File: config.mk
export PLATFORM = sky130hd
export DESIGN_NAME = lst_ctrl
export DESIGN_NICKNAME = d
export VERILOG_FILES = /design/src/logic/lst_pkg.sv /design/src/logic/lst_sync.sv /design/src/logic/lst_pattern.sv /design/src/logic/lst_ctrl.sv
export SDC_FILE = /design/constraint.sdc
export NUM_CORES = 1
export LEC_CHECK = 0
export ABC_AREA = 1
export BUFFER_PORTS_ARGS = -buffer_cell sky130_fd_sc_hd__buf_2
export CORE_MARGIN = 2
export CORE_UTILIZATION = 54
export DETAILED_ROUTE_END_ITERATION = 10
export PLACE_DENSITY = 0.76
export SETUP_SLACK_MARGIN = 0.02
export SLEW_MARGIN = 20
export SYNTH_ARGS = -nofsm -noshare
export SYNTH_HDL_FRONTEND = slang
export SYNTH_HIERARCHICAL = 1
export SYNTH_SLANG_ARGS = --single-unit
File: constraint.sdc
create_clock -name pclk -period 1.65 [get_ports pclk]
set_input_delay 0.2475 -clock pclk [delete_from_list [all_inputs] [get_ports pclk]]
set_output_delay 0.2475 -clock pclk [all_outputs]
set_load 0.1 [all_outputs]
File: src/logic/lst_pkg.sv
// package: register map, field layout and pattern tables for the loss block
package lst_pkg;

  // ************************************************************
  // register indexes (byte address is four times the index)
  // ************************************************************
  localparam logic [5:0] LST_IDX_OVERLAY  = 6'h0A;
  localparam logic [5:0] LST_IDX_PATCTRL  = 6'h0B;
  localparam logic [5:0] LST_IDX_FAST_ERR = 6'h20;
  localparam logic [5:0] LST_IDX_SLOW_ERR = 6'h21;
  localparam logic [5:0] LST_IDX_IRQ_STAT = 6'h22;
  localparam logic [5:0] LST_IDX_IRQ_MASK = 6'h23;
  localparam logic [5:0] LST_IDX_MODE     = 6'h24;

  // ************************************************************
  // reset values and field positions
  // ************************************************************
  localparam logic [15:0] LST_OVERLAY_RST = 16'h4000;
  localparam logic [15:0] LST_PATCTRL_RST = 16'h0D10;
  localparam int LST_POS_PLL_EN   = 12;
  localparam int LST_POS_SYNC_LO  = 8;
  localparam int LST_POS_CODE_LO  = 4;
  localparam int LST_POS_SIG_LO   = 0;
  localparam int LST_POS_FGEN     = 13;
  localparam int LST_POS_FCHK     = 12;
  localparam int LST_POS_SSEL_HI  = 11;
  localparam int LST_POS_FSEL_LO  = 8;
  localparam int LST_POS_SGEN     = 7;
  localparam int LST_POS_SCHK     = 6;
  localparam int LST_POS_SSEL_LO  = 4;
  localparam int LST_IRQ_W        = 3;
  localparam int LST_IRQ_PIN      = 0;
  localparam int LST_IRQ_FERR     = 1;
  localparam int LST_IRQ_SERR     = 2;
  localparam logic [15:0] LST_ERR_MAX = 16'hFFFF;
  localparam logic [4:0]  LST_CHK_FILL = 5'h1F;   // history fill time

  // ************************************************************
  // operating modes and pattern codes
  // ************************************************************
  typedef enum logic [1:0] {
    LST_MODE_1GKX = 2'h0,
    LST_MODE_10G  = 2'h1,
    LST_MODE_10GKR = 2'h2
  } lst_mode_t;

  localparam logic [2:0] LST_PAT_HF    = 3'h0;
  localparam logic [2:0] LST_PAT_LF    = 3'h1;
  localparam logic [2:0] LST_PAT_MF    = 3'h2;
  localparam logic [2:0] LST_PAT_CRL   = 3'h3;
  localparam logic [2:0] LST_PAT_CRS   = 3'h4;
  localparam logic [2:0] LST_PAT_PRBS7 = 3'h5;
  localparam logic [2:0] LST_PAT_PRBS23 = 3'h6;
  localparam logic [2:0] LST_PAT_PRBS31 = 3'h7;

  // sampled lane conditions, one bit per lane plus a single pll unlock bit
  typedef struct packed {
    logic       pll_unlock;
    logic [3:0] sync_loss;
    logic [3:0] bad_code;
    logic [3:0] signal_loss;
  } lst_cond_t;

  // periodic pattern word, sent from bit 0 upward
  function automatic logic [19:0] lst_pat_word(input logic [2:0] sel);
    case (sel)
      LST_PAT_HF:  lst_pat_word = 20'hAAAAA;
      LST_PAT_LF:  lst_pat_word = 20'hF83E0;
      LST_PAT_MF:  lst_pat_word = 20'h0A0FA;
      LST_PAT_CRL: lst_pat_word = 20'h3C3CF;
      default:     lst_pat_word = 20'hC3C33;
    endcase
  endfunction : lst_pat_word

  // period of a periodic pattern in bits
  function automatic logic [4:0] lst_pat_len(input logic [2:0] sel);
    case (sel)
      LST_PAT_HF: lst_pat_len = 5'h02;
      LST_PAT_LF: lst_pat_len = 5'h0A;
      default:    lst_pat_len = 5'h14;
    endcase
  endfunction : lst_pat_len

  // feedback bit of the selected prbs polynomial over a history word
  function automatic logic lst_prbs_fb(input logic [2:0]  sel,
                                       input logic [30:0] h);
    case (sel)
      LST_PAT_PRBS7:  lst_prbs_fb = h[6] ^ h[5];
      LST_PAT_PRBS23: lst_prbs_fb = h[22] ^ h[17];
      default:        lst_prbs_fb = h[30] ^ h[27];
    endcase
  endfunction : lst_prbs_fb

endpackage : lst_pkg

File: src/logic/lst_sync.sv
// three-stage input synchroniser that accepts a change once stages agree
`timescale 1ns/1ns
module lst_sync #(
  parameter int W = 13
) (
  // clock and reset
  input  wire logic         pclk,
  input  wire logic         presetn,
  // asynchronous levels in, settled levels out
  input  wire logic [W-1:0] async_in,
  output logic      [W-1:0] sync_out
);

  logic [W-1:0] s1_r;
  logic [W-1:0] s2_r;
  logic [W-1:0] s3_r;

  // shift chain; only the second stage reads the first
  always_ff @(posedge pclk or negedge presetn) begin
    if (!presetn) begin
      s1_r <= '0;
      s2_r <= '0;
      s3_r <= '0;
    end else begin
      s1_r <= async_in;
      s2_r <= s1_r;
      s3_r <= s2_r;
    end
  end

  // take a bit only while the second and third stages agree
  always_ff @(posedge pclk or negedge presetn) begin
    if (!presetn) begin
      sync_out <= '0;
    end else begin
      sync_out <= (~(s2_r ^ s3_r) & s3_r) | ((s2_r ^ s3_r) & sync_out);
    end
  end

endmodule : lst_sync

File: src/logic/lst_pattern.sv
// serial test pattern generator and self-aligning verifier for one side
`timescale 1ns/1ns
module lst_pattern (
  // clock and reset
  input  wire logic       pclk,
  input  wire logic       presetn,
  // control
  input  wire logic       gen_en,
  input  wire logic       chk_en,
  input  wire logic [2:0] sel,
  input  wire logic       sel_ok,
  // serial data
  output logic            pat_bit,
  input  wire logic       rx_bit,
  output logic            err_pulse
);

  logic [30:0] lfsr_r;
  logic [4:0]  idx_r;
  logic [30:0] hist_r;
  logic [4:0]  fill_r;
  logic        prbs;
  logic [4:0]  len;
  logic        expect_bit;
  logic [19:0] word;

  assign prbs = sel[2] & (sel[1] | sel[0]);
  assign len  = lst_pkg::lst_pat_len(sel);
  assign word = lst_pkg::lst_pat_word(sel);

  // next transmitted bit: lfsr feedback or periodic word bit
  always_comb begin
    if (!gen_en || !sel_ok) begin
      pat_bit = 1'b0;
    end else if (prbs) begin
      pat_bit = lst_pkg::lst_prbs_fb(sel, lfsr_r);
    end else begin
      pat_bit = word[idx_r];
    end
  end

  // generator state advances only while generating
  always_ff @(posedge pclk or negedge presetn) begin
    if (!presetn) begin
      lfsr_r <= '1;
      idx_r  <= '0;
    end else if (gen_en && sel_ok) begin
      lfsr_r <= {lfsr_r[29:0], pat_bit};
      idx_r  <= (idx_r >= len - 5'h01) ? 5'h00 : idx_r + 5'h01;
    end else begin
      lfsr_r <= '1;
      idx_r  <= '0;
    end
  end

  // expected bit comes from the received history itself
  assign expect_bit = prbs ? lst_pkg::lst_prbs_fb(sel, hist_r)
                           : hist_r[len - 5'h01];

  // history and fill counter; no errors until the history is full
  always_ff @(posedge pclk or negedge presetn) begin
    if (!presetn) begin
      hist_r    <= '0;
      fill_r    <= '0;
      err_pulse <= 1'b0;
    end else if (chk_en && sel_ok) begin
      hist_r    <= {hist_r[29:0], rx_bit};
      fill_r    <= (fill_r == lst_pkg::LST_CHK_FILL) ? fill_r
                                                      : fill_r + 5'h01;
      err_pulse <= (fill_r == lst_pkg::LST_CHK_FILL) &&
                   (rx_bit != expect_bit);
    end else begin
      fill_r    <= '0;
      err_pulse <= 1'b0;
    end
  end

endmodule : lst_pattern

File: src/logic/lst_ctrl.sv
// loss indication routing and test pattern control with apb registers
`timescale 1ns/1ns
module lst_ctrl (
  // clock and reset
  input  wire logic        pclk,
  input  wire logic        presetn,
  // apb slave
  input  wire logic        psel,
  input  wire logic        penable,
  input  wire logic        pwrite,
  input  wire logic [7:0]  paddr,
  input  wire logic [31:0] pwdata,
  input  wire logic [3:0]  pstrb,
  output logic             pready,
  output logic      [31:0] prdata,
  output logic             pslverr,
  // lane condition pins
  input  wire logic [12:0] lane_cond_in,
  // fast side serial data
  input  wire logic        fast_data_in,
  output logic             fast_tx_bit,
  input  wire logic        fast_rx_bit,
  // slow side serial data
  input  wire logic        slow_data_in,
  output logic             slow_tx_bit,
  input  wire logic        slow_rx_bit,
  // indication outputs
  output logic             channel_loss_indication_pin,
  output logic             irq
);

  // ************************************************************
  // registers and wires
  // ************************************************************
  logic [15:0]            overlay_r;
  logic [15:0]            patctrl_r;
  logic [15:0]            fast_side_error_counter;
  logic [15:0]            slow_err_cnt_r;
  logic [2:0]             irq_stat_r;
  logic [2:0]             irq_mask_r;
  lst_pkg::lst_mode_t     mode_r;
  lst_pkg::lst_cond_t     cond;
  logic [12:0]            cond_raw;
  logic                   wr_en;
  logic                   rd_en;
  logic [5:0]             idx;
  logic                   addr_ok;
  logic                   loss_now;
  logic                   pin_rise;
  logic [2:0]             irq_set;
  logic [2:0]             slow_pattern_select;
  logic [2:0]             fast_pattern_select;
  logic                   fast_ok;
  logic                   slow_ok;
  logic                   fast_pat;
  logic                   slow_pat;
  logic                   fast_err;
  logic                   slow_err;
  logic [31:0]            rd_mux;

  // merge write data into a 16-bit register under byte strobes
  function automatic logic [15:0] wmerge(input logic [15:0] old,
                                         input logic [31:0] d,
                                         input logic [3:0]  s);
    wmerge = {s[1] ? d[15:8] : old[15:8], s[0] ? d[7:0] : old[7:0]};
  endfunction : wmerge

  // ************************************************************
  // input synchronisation
  // ************************************************************
  lst_sync #(.W(13)) u_sync (
    .pclk     (pclk),
    .presetn  (presetn),
    .async_in (lane_cond_in),
    .sync_out (cond_raw)
  );
  assign cond = cond_raw;

  // ************************************************************
  // apb slave: one wait-free access cycle after setup
  // ************************************************************
  assign idx     = paddr[7:2];
  assign addr_ok = (paddr[1:0] == 2'h0) &&
                   (idx == lst_pkg::LST_IDX_OVERLAY  ||
                    idx == lst_pkg::LST_IDX_PATCTRL  ||
                    idx == lst_pkg::LST_IDX_FAST_ERR ||
                    idx == lst_pkg::LST_IDX_SLOW_ERR ||
                    idx == lst_pkg::LST_IDX_IRQ_STAT ||
                    idx == lst_pkg::LST_IDX_IRQ_MASK ||
                    idx == lst_pkg::LST_IDX_MODE);
  assign wr_en = psel & penable & pready & pwrite & addr_ok;
  assign rd_en = psel & ~penable & ~pwrite;

  // read data mux; unmapped words read zero
  always_comb begin
    rd_mux = 32'h0000_0000;
    case (idx)
      lst_pkg::LST_IDX_OVERLAY:  rd_mux[15:0] = overlay_r;
      lst_pkg::LST_IDX_PATCTRL:  rd_mux[15:0] = patctrl_r;
      lst_pkg::LST_IDX_FAST_ERR: rd_mux[15:0] = fast_side_error_counter;
      lst_pkg::LST_IDX_SLOW_ERR: rd_mux[15:0] = slow_err_cnt_r;
      lst_pkg::LST_IDX_IRQ_STAT: rd_mux[2:0]  = irq_stat_r;
      lst_pkg::LST_IDX_IRQ_MASK: rd_mux[2:0]  = irq_mask_r;
      lst_pkg::LST_IDX_MODE:     rd_mux[1:0]  = mode_r;
      default:                   rd_mux       = 32'h0000_0000;
    endcase
  end

  // ready, read data and error are set up in the setup cycle
  always_ff @(posedge pclk or negedge presetn) begin
    if (!presetn) begin
      pready  <= 1'b0;
      prdata  <= 32'h0000_0000;
      pslverr <= 1'b0;
    end else begin
      pready  <= psel & ~penable;
      pslverr <= psel & ~penable & ~addr_ok;
      if (rd_en && addr_ok) begin
        prdata <= rd_mux;
      end else if (psel && !penable) begin
        prdata <= 32'h0000_0000;
      end
    end
  end

  // ************************************************************
  // control registers
  // ************************************************************
  always_ff @(posedge pclk or negedge presetn) begin
    if (!presetn) begin
      overlay_r <= lst_pkg::LST_OVERLAY_RST;
      patctrl_r <= lst_pkg::LST_PATCTRL_RST;
    end else if (wr_en && idx == lst_pkg::LST_IDX_OVERLAY) begin
      overlay_r <= wmerge(overlay_r, pwdata, pstrb);
    end else if (wr_en && idx == lst_pkg::LST_IDX_PATCTRL) begin
      patctrl_r <= wmerge(patctrl_r, pwdata, pstrb);
    end
  end

  // operating mode; the unused code is refused and the mode kept
  always_ff @(posedge pclk or negedge presetn) begin
    if (!presetn) begin
      mode_r <= lst_pkg::LST_MODE_1GKX;
    end else if (wr_en && idx == lst_pkg::LST_IDX_MODE && pstrb[0] &&
                 pwdata[1:0] != 2'h3) begin
      mode_r <= lst_pkg::lst_mode_t'(pwdata[1:0]);
    end
  end

  // ************************************************************
  // loss indication pin
  // ************************************************************
  assign loss_now =
      |(overlay_r[lst_pkg::LST_POS_SYNC_LO +: 4] & cond.sync_loss) |
      |(overlay_r[lst_pkg::LST_POS_CODE_LO +: 4] & cond.bad_code)  |
      |(overlay_r[lst_pkg::LST_POS_SIG_LO +: 4] & cond.signal_loss) |
      (overlay_r[lst_pkg::LST_POS_PLL_EN] & cond.pll_unlock);

  // pin is the or of all enabled conditions
  always_ff @(posedge pclk or negedge presetn) begin
    if (!presetn) begin
      channel_loss_indication_pin <= 1'b0;
    end else begin
      channel_loss_indication_pin <= loss_now;
    end
  end

  // ************************************************************
  // test pattern selection and engines
  // ************************************************************
  assign fast_pattern_select = patctrl_r[lst_pkg::LST_POS_FSEL_LO +: 3];
  assign slow_pattern_select = {patctrl_r[lst_pkg::LST_POS_SSEL_HI],
                                patctrl_r[lst_pkg::LST_POS_SSEL_LO +: 2]};
  // periodic fast codes only outside 10G-KR; prbs everywhere
  assign fast_ok = (fast_pattern_select >= lst_pkg::LST_PAT_PRBS7) ||
                   (mode_r != lst_pkg::LST_MODE_10GKR);
  // crpat on the slow side only in 1G-KX
  assign slow_ok = !(slow_pattern_select == lst_pkg::LST_PAT_CRL ||
                     slow_pattern_select == lst_pkg::LST_PAT_CRS) ||
                   (mode_r == lst_pkg::LST_MODE_1GKX);

  lst_pattern u_fast (
    .pclk      (pclk),
    .presetn   (presetn),
    .gen_en    (patctrl_r[lst_pkg::LST_POS_FGEN]),
    .chk_en    (patctrl_r[lst_pkg::LST_POS_FCHK]),
    .sel       (fast_pattern_select),
    .sel_ok    (fast_ok),
    .pat_bit   (fast_pat),
    .rx_bit    (fast_rx_bit),
    .err_pulse (fast_err)
  );

  lst_pattern u_slow (
    .pclk      (pclk),
    .presetn   (presetn),
    .gen_en    (patctrl_r[lst_pkg::LST_POS_SGEN]),
    .chk_en    (patctrl_r[lst_pkg::LST_POS_SCHK]),
    .sel       (slow_pattern_select),
    .sel_ok    (slow_ok),
    .pat_bit   (slow_pat),
    .rx_bit    (slow_rx_bit),
    .err_pulse (slow_err)
  );

  // transmit mux: pattern while generating, normal data otherwise
  always_ff @(posedge pclk or negedge presetn) begin
    if (!presetn) begin
      fast_tx_bit <= 1'b0;
      slow_tx_bit <= 1'b0;
    end else begin
      fast_tx_bit <= patctrl_r[lst_pkg::LST_POS_FGEN] ? fast_pat
                                                       : fast_data_in;
      slow_tx_bit <= patctrl_r[lst_pkg::LST_POS_SGEN] ? slow_pat
                                                       : slow_data_in;
    end
  end

  // ************************************************************
  // error counters: saturate, any write clears, an error wins
  // ************************************************************
  always_ff @(posedge pclk or negedge presetn) begin
    if (!presetn) begin
      fast_side_error_counter <= 16'h0000;
    end else if (wr_en && idx == lst_pkg::LST_IDX_FAST_ERR) begin
      fast_side_error_counter <= {15'h0000, fast_err};
    end else if (fast_err &&
                 fast_side_error_counter != lst_pkg::LST_ERR_MAX) begin
      fast_side_error_counter <= fast_side_error_counter + 16'h0001;
    end
  end

  always_ff @(posedge pclk or negedge presetn) begin
    if (!presetn) begin
      slow_err_cnt_r <= 16'h0000;
    end else if (wr_en && idx == lst_pkg::LST_IDX_SLOW_ERR) begin
      slow_err_cnt_r <= {15'h0000, slow_err};
    end else if (slow_err && slow_err_cnt_r != lst_pkg::LST_ERR_MAX) begin
      slow_err_cnt_r <= slow_err_cnt_r + 16'h0001;
    end
  end

  // ************************************************************
  // interrupts: sticky status, write one to clear, set wins
  // ************************************************************
  assign pin_rise = loss_now & ~channel_loss_indication_pin;
  assign irq_set  = {slow_err, fast_err, pin_rise};

  always_ff @(posedge pclk or negedge presetn) begin
    if (!presetn) begin
      irq_stat_r <= 3'h0;
    end else if (wr_en && idx == lst_pkg::LST_IDX_IRQ_STAT && pstrb[0]) begin
      irq_stat_r <= (irq_stat_r & ~pwdata[2:0]) | irq_set;
    end else begin
      irq_stat_r <= irq_stat_r | irq_set;
    end
  end

  always_ff @(posedge pclk or negedge presetn) begin
    if (!presetn) begin
      irq_mask_r <= 3'h0;
    end else if (wr_en && idx == lst_pkg::LST_IDX_IRQ_MASK && pstrb[0]) begin
      irq_mask_r <= pwdata[2:0];
    end
  end

  // level interrupt, one cycle behind the status bits
  always_ff @(posedge pclk or negedge presetn) begin
    if (!presetn) begin
      irq <= 1'b0;
    end else begin
      irq <= |(irq_stat_r & irq_mask_r);
    end
  end
endmodule : lst_ctrl

==> summary.txt, run 1 <==
Synth
  • Syn. warnings: 6
  • Synthesized flop and latch total: 292
  • Post-synth top area share: 0.434
  • Netlist cell types: 42
  • Dominant synthesized flop cell: dfrtp_1
  • Post-Syn Area per Cell: between 8 and 9 µm²
  • Asr flop ratio synth: 1.00
  • Gate Count Post-Synth: between 1000 and 1500
  • Top cells by area, synth: dfrtp_1 43%, dfstp_2 14%, nand2_1 13%, inv_1 3.7%, nor2_1 3.6%
  • Mapped cell area: 0.0130 mm²
  • Seq/Total Area, Yosys: 0.569
  • Post-synth EDFFs: 0
  • Cell accounting for the most synthesized area: dfrtp_1

Setup path
  • Startpoint types: flop
  • Crit. End Element: flop
  • CP max stage cell: dfrtp_1
  • Top cell by count, worst path: nor2_2
  • WP data required: 2.08 ns
  • Critical path class: flop to flop
  • Critical path peak fanout: 8
  • Worst-path cell chain: buf_4 -> nor2_2 -> nand2_1 -> ha_1 -> a21oi_2 -> o21ai_4 -> nor2_2
  • Crit path DAT: roughly 2.2 ns
  • FF-to-FF setup slack: -0.09 ns
  • CP max stage delay: roughly 0.4 ns

Min path
  • Type of the most critical hold path: input pin to flop

CTS
  • Clock-pin slew on the worst setup and hold paths: ~0.060 ns
  • CTS tree: done
  • Worst-Skew Late Latency: ~0.56 ns
  • Root Buffer: clkbuf_16
  • Num CTS Buffers: 31
  • CTS H-tree depth: 1
  • Clock tree buffer depth: 3
  • CTS sink count: 292

Floorplan
  • # IOs: roughly 100
  • Die Wd: 159 µm
  • Core ar.: 0.0235 mm²
  • Starting density of the core: 0.552
  • Die area: about 0.025 mm²
  • Num rows: 56
  • DIE HEIGHT: 159 µm

Drt
  • Vias: 10500
  • Initial DRC count: 972
  • # DRC: 0
  • Total Wirelength: 31900 µm
  • First-pass DRT Iterations: 6
  • Vias per cell: 5.22
  • WL per Instance: 15.8 µm
  • Detail Route Antenna Nets: 0

Timing
  • Final hold violations: 0
  • Post-route minimum period: 1.74 ns
  • Final setup margin: -0.0940 ns
  • Final Cycle Share: 1.06
  • Max Clk Rate: 0.573 GHz
  • WHS: 0.0266 ns
  • Final slew viol count: 0
  • RSZ-0062 raised after global routing: true
  • Final Skew: 0.0146 ns
  • Final setup fails: 17

Cells and area
  • Fillers: 1758
  • Nets@finish: between 1500 and 2000
  • Ratio of cells with drive above 1 in the final layout: 0.267
  • Commonest non-fill, non-tap cell in the layout: nand2_1
  • Commonest non-fill, non-tap cells in the layout: 448 x nand2_1, 221 x dfrtp_1, 125 x inv_1
  • Final Util: 0.692
  • Post-route insts no fill: slightly above 2000
  • Area growth syn-to-layout: 25.4%

Pwr
  • Power Dens Cells: 1110 mW/mm²
  • Switch share: 0.255
  • Clock power frac: 0.401
  • Share of power burned in registers: 0.472
  • Combinational share of power: 0.127
  • NetSw: 4.61 mW
  • Internal power: 13.5 mW
  • Maximum vdd drop: 0.000995 V
  • Leak Pwr: 8.04 nW
  • Final Power: 18.1 mW

Global route
  • Vias in the first global route: 10200
  • Grt ovf: 0
  • First-pass GRT wire length: slightly below 50000 µm
  • Pin count of the biggest net entering global routing: 61
  • Initial antenna violation count: 2
  • Total GRT Usage: 0.237

Run
  • Max-cap viol count: 0

Placement
  • I/O Buffers: 69
  • Cells after DPL: 1890
  • Detail Placement HPWL: 20100 µm
  • GP Congestion: 0.905

Status
  • Failing checks: negative setup slack
  • Status: finished with violations
## stage by stage
stage | cell area [µm²] | TNS, ns | setup WS, ns
after floorplan | 13100 | 0 | 0.0213
after global placement | 14100 | -2.30 | -0.0608
after detailed placement | 14100 | -4.81 | -0.160
after CTS | 15700 | -0.547 | -0.0662
after global routing | 16300 | -6.41 | -0.167
final | 16300 | -0.888 | -0.0940
## worst max-delay path, delay by kind of cell, from the launching register on
| family | cells | cell delay (ns) |
|---|---|---|
| and+or+nand+nor | 3 | 0.42 |
| DFF | 1 | 0.40 |
| AOI/OAI and AO/OA | 2 | 0.32 |
| adders and majority gates | 1 | 0.29 |
| buffers and inverters | 1 | 0.18 |
## power by group through the flow
stage | Sequential [mW] | Clock [mW] | Combinational [mW]
after detailed placement | 8.62 | 0 | 2.04
after CTS | 8.50 | 7.35 | 2.15
after global routing | 8.60 | 7.69 | 2.55
after global placement | 8.59 | 0 | 1.96
after floorplan | 8.59 | 0 | 1.41
final | 8.53 | 7.25 | 2.30
## kinds of logic after synthesis
kind of cell               Yosys count  share of synthesized area
other                                1                   0.000289
DFF                                292                      0.569
AOI/OAI and AO/OA                  162                     0.0693
and+or+nand+nor                    775                      0.260
adders and majority gates           14                     0.0135
xor gates and xnor gates            30                     0.0202
buffers and inverters              198                     0.0673
## state kept, by name, summed over array words and instances, names as in the netlist, 13 cells and up, named ones only
register and count:
prdata 16, patctrl_r 16, u_fast/lfsr_r 31, u_slow/lfsr_r 31
u_sync/s3_r 13, overlay_r 16, u_fast/hist_r 31, slow_err_cnt_r 16
u_slow/hist_r 31, fast_side_error_counter 16, u_sync/s1_r 13, u_sync/s2_r 13
## cell type report
| type | instances | area [µm²] | area share |
|---|---|---|---|
| tap | 319 | 399 | 0.0245 |
| sequential | 292 | 7400 | 0.454 |
| clock buffer | 43 | 913 | 0.0561 |
| multi-input combinational | 997 | 5070 | 0.312 |
| inverter | 143 | 552 | 0.0339 |
| timing repair buffer | 202 | 1770 | 0.109 |
| antenna | 1 | 2.50 | 0.000154 |
| clock inverter | 15 | 175 | 0.0108 |
## metal layers
| layer | vias up | GRT usage | wire [µm] |
|---|---|---|---|
| met5 | - | 0 | 0 |
| met1 | 5067 | 0.318 | 13100 |
| met2 | 375 | 0.400 | 15900 |
| met4 | 0 | 0.0756 | 865 |
| met3 | 64 | 0.0383 | 2010 |
| li1 | 5002 | - | - |
## final timing paths
path | cells after the start | start | end
max | 7 | patctrl_r[9] | u_fast/idx_r[2]
min reg2reg | 0 | u_sync/s1_r[3] | u_sync/s2_r[3]
max in group asynchronous | 3 | presetn | u_slow/hist_r[24]
max reg2reg | 7 | patctrl_r[9] | u_fast/idx_r[2]
min in group asynchronous | 2 | presetn | async pin
min | 3 | pwdata[0] | overlay_r[0]
## timing repair
action,CTS,global route
hold buffers,35,0
setup endpoints to repair,115,193
gates cloned,1,7
pin swaps,7,29
buffers inserted,6,14
resized for setup,29,82
hold endpoints to repair,161,0
## synthesized netlist by cell type, types with 2 or more instances
master and n:
a211o_1 2, a21oi_1 36, a22o_1 2, a31oi_1 2, buf_2 8, buf_4 20, buf_6 6, clkbuf_1 21
clkinv_1 2, dfrtp_1 225, dfstp_2 67, ha_1 14, inv_1 128, inv_2 13, nand2_1 461, nand2_2 4
nand3_1 66, nand3_2 4, nand3b_1 3, nand4_1 17, nand4_4 2, nor2_1 124, nor2_2 12, nor2_4 4
nor3_1 14, o211ai_1 2, o21ai_0 70, o21ai_1 16, o21ai_2 6, o221ai_1 3, o22ai_1 20, or2_2 60
xnor2_1 12, xor2_1 18
(Power assumes the default switching activity.)
==> run 2, diff against run 1 <==
BUFFER_PORTS_ARGS = not set   (was -buffer_cell sky130_fd_sc_hd__buf_2)
CORE_UTILIZATION = 57   (was 54)
DONT_BUFFER_PORTS = 1   (was not set)
PLACE_DENSITY = 0.75   (was 0.76)
==> run 2 against run 1 <==
Net effect:
- the flow finishes with violations (negative hold slack, negative setup slack)
- register-to-register slack gained 0.04 ns
- global-route usage grew 1.2 points
- die area shrank 5.1%
- clock-buffer cell count is the same
==> summary.txt, run 2 (synthesis gave the netlist of run 1 again) <==
Cells and area
  • Ratio of cells with drive above 1 in the final layout: 0.249 (was 0.267)
  • Area growth syn-to-layout: 23.3% (was 25.4%)
  • Diodes inserted: 0 (was 1)
  • Fillers: 1587 (was 1758)
  • Nets@finish: 1700 (was 1747)
  • Register area: 0.00740 mm² (unchanged)
  • Area of the multi-input gates: 0.00508 mm² (was 0.00507 mm²)
  • Commonest non-fill, non-tap cell in the layout: nand2_1 (unchanged)
  • Final Util: 0.711 (was 0.692)
  • Commonest non-fill, non-tap cells in the layout: 445 x nand2_1, 221 x dfrtp_1, 122 x inv_1 (was 448 x nand2_1, 221 x dfrtp_1, 125 x inv_1)

Pwr
  • Leak Pwr: 7.86 nW (was 8.04 nW)
  • Power Dens Cells: 1130 mW/mm² (was 1110 mW/mm²)
  • Maximum vdd drop: 0.000848 V (was 0.000995 V)

Floorplan
  • # IOs: 104 (unchanged)
  • Die area: 0.0240 mm² (was 0.0253 mm²)
  • Num rows: 55 (was 56)
  • Core ar.: 0.0225 mm² (was 0.0235 mm²)
  • DIE HEIGHT: 155 µm (was 159 µm)
  • Die Wd: 155 µm (was 159 µm)
  • Starting density of the core: 0.577 (was 0.552)

Drt
  • Vias: 10200 (was 10500)
  • WL per Instance: 16.0 µm (was 15.8 µm)
  • Initial DRC count: 951 (was 972)
  • # DRC: 0 (unchanged)
  • First-pass DRT Iterations: 5 (was 6)
  • Total Wirelength: 30900 µm (was 31900 µm)
  • Detail Route Antenna Nets: 0 (unchanged)
  • Vias per cell: 5.30 (was 5.22)

Timing
  • RSZ-0062 raised after global routing: true (unchanged)
  • Final setup margin: -0.0513 ns (was -0.0940 ns)
  • Max Clk Rate: 0.588 GHz (was 0.573 GHz)
  • Final Skew: 0.0163 ns (was 0.0146 ns)
  • Final slew viol count: 0 (unchanged)
  • Post-route minimum period: 1.70 ns (was 1.74 ns)
  • Final hold violations: 292 (was 0)
  • Final Cycle Share: 1.03 (was 1.06)
  • Final setup fails: 42 (was 17)
  • WHS: -0.592 ns (was 0.0266 ns)

Setup path
  • Critical path class: flop to flop (unchanged)
  • Worst setup path start: patctrl_r[11] (was patctrl_r[9])
  • Top cell by count, worst path: nor2_1 (was nor2_2)
  • Worst reg2reg startpoint: patctrl_r[11] (was patctrl_r[9])
  • Cell family with most CP delay: flip-flops (was simple AND/OR/NAND/NOR gates)
  • Crit. End Element: flop (unchanged)
  • Critical path peak fanout: 35 (was 8)
  • Startpoint types: flop (unchanged)
  • WP data required: 2.09 ns (was 2.08 ns)
  • FF-to-FF setup slack: -0.05 ns (was -0.09 ns)
  • Crit path DAT: 2.14 ns (was 2.18 ns)
  • Worst-path cell chain: buf_4 -> inv_2 -> o21ai_2 -> o211ai_1 -> nand2_2 -> buf_12 -> nor2_1 -> nand2_1 -> nor2_1 (was buf_4 -> nor2_2 -> nand2_1 -> ha_1 -> a21oi_2 -> o21ai_4 -> nor2_2)
  • Crit path buf inv count: 3 (was 1)
  • CP max stage delay: 0.60 ns (was 0.40 ns)
  • CP max stage cell: dfstp_2 (was dfrtp_1)

Placement
  • I/O Buffers: 0 (was 69)
  • Worst slack at placement: -0.0627 ns (was -0.160 ns)
  • GP Congestion: 0.926 (was 0.905)
  • Detail Placement HPWL: 19400 µm (was 20100 µm)

CTS
  • Worst-Skew Late Latency: 0.56 ns (about the same)
  • Clock-pin slew on the worst setup and hold paths: 0.06 ns (about the same)
  • Cts-stage hold buffer count: 38 (was 35)
  • Clock tree buffer depth: 3 (unchanged)
  • CTS tree: done (unchanged)
  • Root Buffer: clkbuf_16 (unchanged)
  • CTS H-tree depth: 1 (unchanged)
  • CTS sink count: 292 (unchanged)
  • Num CTS Buffers: 30 (was 31)

Min path
  • Type of the most critical hold path: input pin to async pin (was input pin to flop)

Global route
  • Grt ovf: 0 (unchanged)
  • Pin count of the biggest net entering global routing: 293 (was 61)
  • Total GRT Usage: 0.249 (was 0.237)
  • Initial antenna violation count: 0 (was 2)
  • Vias in the first global route: 9825 (was 10200)
  • First-pass GRT wire length: 48500 µm (was 49600 µm)

Run
  • Max-cap viol count: 0 (unchanged)

Status
  • Status: finished with violations (unchanged)
  • Failing checks: negative hold slack, negative setup slack (was negative setup slack)
==> run 2: worst paths after layout <==
path | cells after the start | endpoint
min in group pclk | 3 | mode_r[1]
max | 9 | u_slow/err_pulse
min reg2reg | 0 | u_sync/s2_r[5]
min | 0 | u_slow/idx_r[3]
max in group asynchronous | 0 | u_fast/lfsr_r[1]
max reg2reg | 9 | u_slow/err_pulse
==> run 2: metal layers <==
metal	up-vias	routed length, µm	track usage
li1	4909	-	-
met5	-	0	0
met3	67	1960	0.0496
met2	295	15100	0.410
met4	0	825	0.0714
met1	4958	13000	0.340
==> run 2: metrics by stage <==
step | std cells | total power, mW | cell area [µm²] | TNS, ns
2_1_floorplan | 1487 | 10.0 | 13100 | 0
3_3_place_gp | 1795 | 10.3 | 13700 | -1.63
3_5_place_dp | 1795 | 10.4 | 13700 | -1.70
4_1_cts | 1897 | 18.1 | 15400 | -0.00838
5_1_grt | 1929 | 18.8 | 16000 | -6.13
6_report | 1929 | 18.1 | 16000 | -0.953
==> run 2: final cells by class <==
type / instances / area share
Sequential cell: 292 / 0.462
Multi-Input combinational cell: 997 / 0.318
Timing Repair Buffer: 156 / 0.0928
Clock buffer: 43 / 0.0571
Inverter: 143 / 0.0343
Tap cell: 285 / 0.0223
Clock inverter: 13 / 0.0138
==> run 2: power by group <==
group | leakage [nW] | internal, mW | switching (mW)
clock | 0.555 | 4.78 | 2.78
combinational | 3.88 | 0.923 | 1.12
sequential | 3.42 | 8.12 | 0.398
total | 7.86 | 13.8 | 4.31
==> run 2: timing repair <==
action,CTS,global route
endpoints found under the setup margin,134,159
pin swaps,12,41
gates resized for setup,26,83
gates cloned,0,5
hold endpoints to repair,353,292
buffers inserted,8,28
==> run 3, diff against run 2 <==
GPL_TIMING_DRIVEN = 0   (was not set)
==> run 3 against run 2 <==
Net effect:
- the run still ends with negative hold slack, negative setup slack left
- core utilization is 1.7 points higher
- setup slack worse by 0.11 ns
- via count is 2.2% higher
- die area stayed put
- fmax is 6.0% lower
- sequential cell count stayed put
- largest power group unchanged
==> summary.txt, run 3 (synthesis gave the netlist of run 1 again) <==
Floorplan
  • Die Wd: 155 µm (unchanged)
  • Starting density of the core: 0.577 (unchanged)
  • Num rows: 55 (unchanged)
  • Die area: 0.0240 mm² (unchanged)
  • # IOs: 104 (unchanged)
  • Core ar.: 0.0225 mm² (unchanged)
  • DIE HEIGHT: 155 µm (unchanged)

Setup path
  • WP data required: 2.08 ns (was 2.09 ns)
  • Crit. End Element: flop (unchanged)
  • Startpoint types: flop (unchanged)
  • Critical path class: flop to flop (unchanged)
  • Crit path DAT: 2.24 ns (was 2.14 ns)
  • Critical path peak fanout: 6 (was 35)

Timing
  • Final Cycle Share: 1.10 (was 1.03)
  • Post-route minimum period: 1.81 ns (was 1.70 ns)
  • WHS: -0.602 ns (was -0.592 ns)
  • Final hold violations: 292 (unchanged)
  • Max Clk Rate: 0.552 GHz (was 0.588 GHz)
  • Final setup fails: 125 (was 42)
  • Setup TNS: -9.53 ns (was -0.953 ns)
  • Final setup margin: -0.160 ns (was -0.0513 ns)
  • Relative slew slack: 0.630
  • RSZ-0062 raised after global routing: true (unchanged)
  • Final Skew: 0.0292 ns (was 0.0163 ns)
  • Worst slew pin tran: 0.550 ns
  • Final slew viol count: 0 (unchanged)

Placement
  • Worst slack at placement: -0.430 ns (was -0.0627 ns)
  • Detail Placement HPWL: 18900 µm (was 19400 µm)
  • Cells after DPL: 1772 (was 1795)
  • GP Congestion: 0.941 (was 0.926)
  • I/O Buffers: 0 (unchanged)
  • Cell Area, Placed: 0.0134 mm² (was 0.0137 mm²)

Pwr
  • Combinational share of power: 0.114 (was 0.113)
  • Clock power frac: 0.397 (was 0.417)
  • Power Dens Cells: 1070 mW/mm² (was 1130 mW/mm²)
  • Switch share: 0.251 (was 0.238)
  • Final Power: 17.6 mW (was 18.1 mW)
  • Share of power burned in registers: 0.489 (was 0.470)
  • Leak Pwr: 7.96 nW (was 7.86 nW)
  • Maximum vdd drop: 0.000873 V (was 0.000848 V)
  • Internal power: 13.2 mW (was 13.8 mW)
  • NetSw: 4.41 mW (was 4.31 mW)

Drt
  • Vias: 10500 (was 10200)
  • # DRC: 0 (unchanged)
  • Total Wirelength: 31400 µm (was 30900 µm)
  • Initial DRC count: 765 (was 951)
  • Detail Route Antenna Nets: 0 (unchanged)
  • WL per Instance: 16.2 µm (was 16.0 µm)
  • First-pass DRT Iterations: 6 (was 5)
  • Vias per cell: 5.38 (was 5.30)

Cells and area
  • Area of the multi-input gates: 0.00545 mm² (was 0.00508 mm²)
  • Nets@finish: 1712 (was 1700)
  • Area growth syn-to-layout: 26.3% (was 23.3%)
  • Post-route insts no fill: 1942 (was 1929)
  • Ratio of cells with drive above 1 in the final layout: 0.316 (was 0.249)
  • Final Util: 0.729 (was 0.711)
  • Post-route cell area: 0.0164 mm² (was 0.0160 mm²)
  • Fillers: 1506 (was 1587)
  • Register area: 0.00743 mm² (was 0.00740 mm²)
  • Commonest non-fill, non-tap cell in the layout: nand2_1 (unchanged)
  • Commonest non-fill, non-tap cells in the layout: 396 x nand2_1, 198 x dfrtp_1, 123 x inv_1 (was 445 x nand2_1, 221 x dfrtp_1, 122 x inv_1)

CTS
  • Worst-Skew Late Latency: 0.56 ns (about the same)
  • Clock tree buffer depth: 3 (unchanged)
  • CTS sink count: 292 (unchanged)
  • CTS H-tree depth: 1 (unchanged)
  • Num CTS Buffers: 30 (unchanged)
  • Cts-stage hold buffer count: 39 (was 38)
  • CTS tree: done (unchanged)
  • Clock-pin slew on the worst setup and hold paths: 0.07 ns (was 0.06 ns)
  • Root Buffer: clkbuf_16 (unchanged)

Status
  • Status: finished with violations (unchanged)
  • Failing checks: negative hold slack, negative setup slack (unchanged)

Global route
  • Total GRT Usage: 0.253 (was 0.249)
  • Pin count of the biggest net entering global routing: 293 (unchanged)
  • Vias in the first global route: 9929 (was 9825)
  • First-pass GRT wire length: 49100 µm (was 48500 µm)
  • Grt ovf: 0 (unchanged)
  • Initial antenna violation count: 1 (was 0)

Run
  • Max-cap viol count: 0 (unchanged)

Min path
  • Type of the most critical hold path: input pin to async pin (unchanged)
-- run 3: routing by layer --
layer,routed length (µm),up-vias,GRT usage
li1,-,4954,-
met1,12800,5010,0.334
met2,15000,393,0.414
met3,2360,100,0.0616
met4,1240,0,0.0851
met5,0,-,0
-- run 3: final timing paths --
path | from | depth (start not counted) | to | slack, ns
max in group asynchronous | presetn | 0 | u_fast/lfsr_r[15] | 1.95
worst min-delay path | presetn | 0 | patctrl_r[6] | -0.60
worst max register to register | patctrl_r[11] | 14 | slow_tx_bit | -0.16
worst max-delay path | patctrl_r[11] | 14 | slow_tx_bit | -0.16
worst min register to register | u_sync/s1_r[0] | 0 | u_sync/s2_r[0] | 0.35
min in group pclk | paddr[1] | 4 | irq_stat_r[0] | 0.07
-- run 3: power by group through the flow --
stage,Combinational [mW],Clock [mW],Sequential (mW)
global placement,1.59,0,8.68
finish,2.01,6.98,8.60
global route,2.23,7.38,8.67
detailed placement,1.64,0,8.70
CTS,1.83,7.09,8.59
floorplan,1.41,0,8.59
-- run 3: worst max-delay path, cell delays in order (launching register included) --
cell,delay (ns)
dfstp_2,0.60
buf_6,0.15
inv_2,0.08
nand2_1,0.06
nand2_1,0.06
nor2_1,0.14
nor2_1,0.07
nor2_1,0.09
nand2_1,0.05
nand3_1,0.08
nand2_1,0.06
nand2_2,0.07
nor2_1,0.05
nand2_1,0.07
nand2_1,0.05
-- run 3: area by class of cell --
| type | count | area share |
|---|---|---|
| timing repair buffer | 113 | 0.0671 |
| antenna | 1 | 0.000153 |
| sequential | 292 | 0.453 |
| clock buffer | 36 | 0.0516 |
| clock inverter | 20 | 0.0121 |
| buffer | 55 | 0.0277 |
| multi-input combinational | 997 | 0.332 |
| tap | 285 | 0.0217 |
| inverter | 143 | 0.0343 |
-- run 3: timing repair --
| item | in CTS | in global routing |
|---|---|---|
| endpoints found under the setup margin | 228 | 206 |
| gates cloned | 8 | 4 |
| hold endpoints to repair | 359 | 292 |
| pin swaps | 41 | 50 |
| resized for setup | 185 | 166 |
| setup buffers | 34 | 28 |
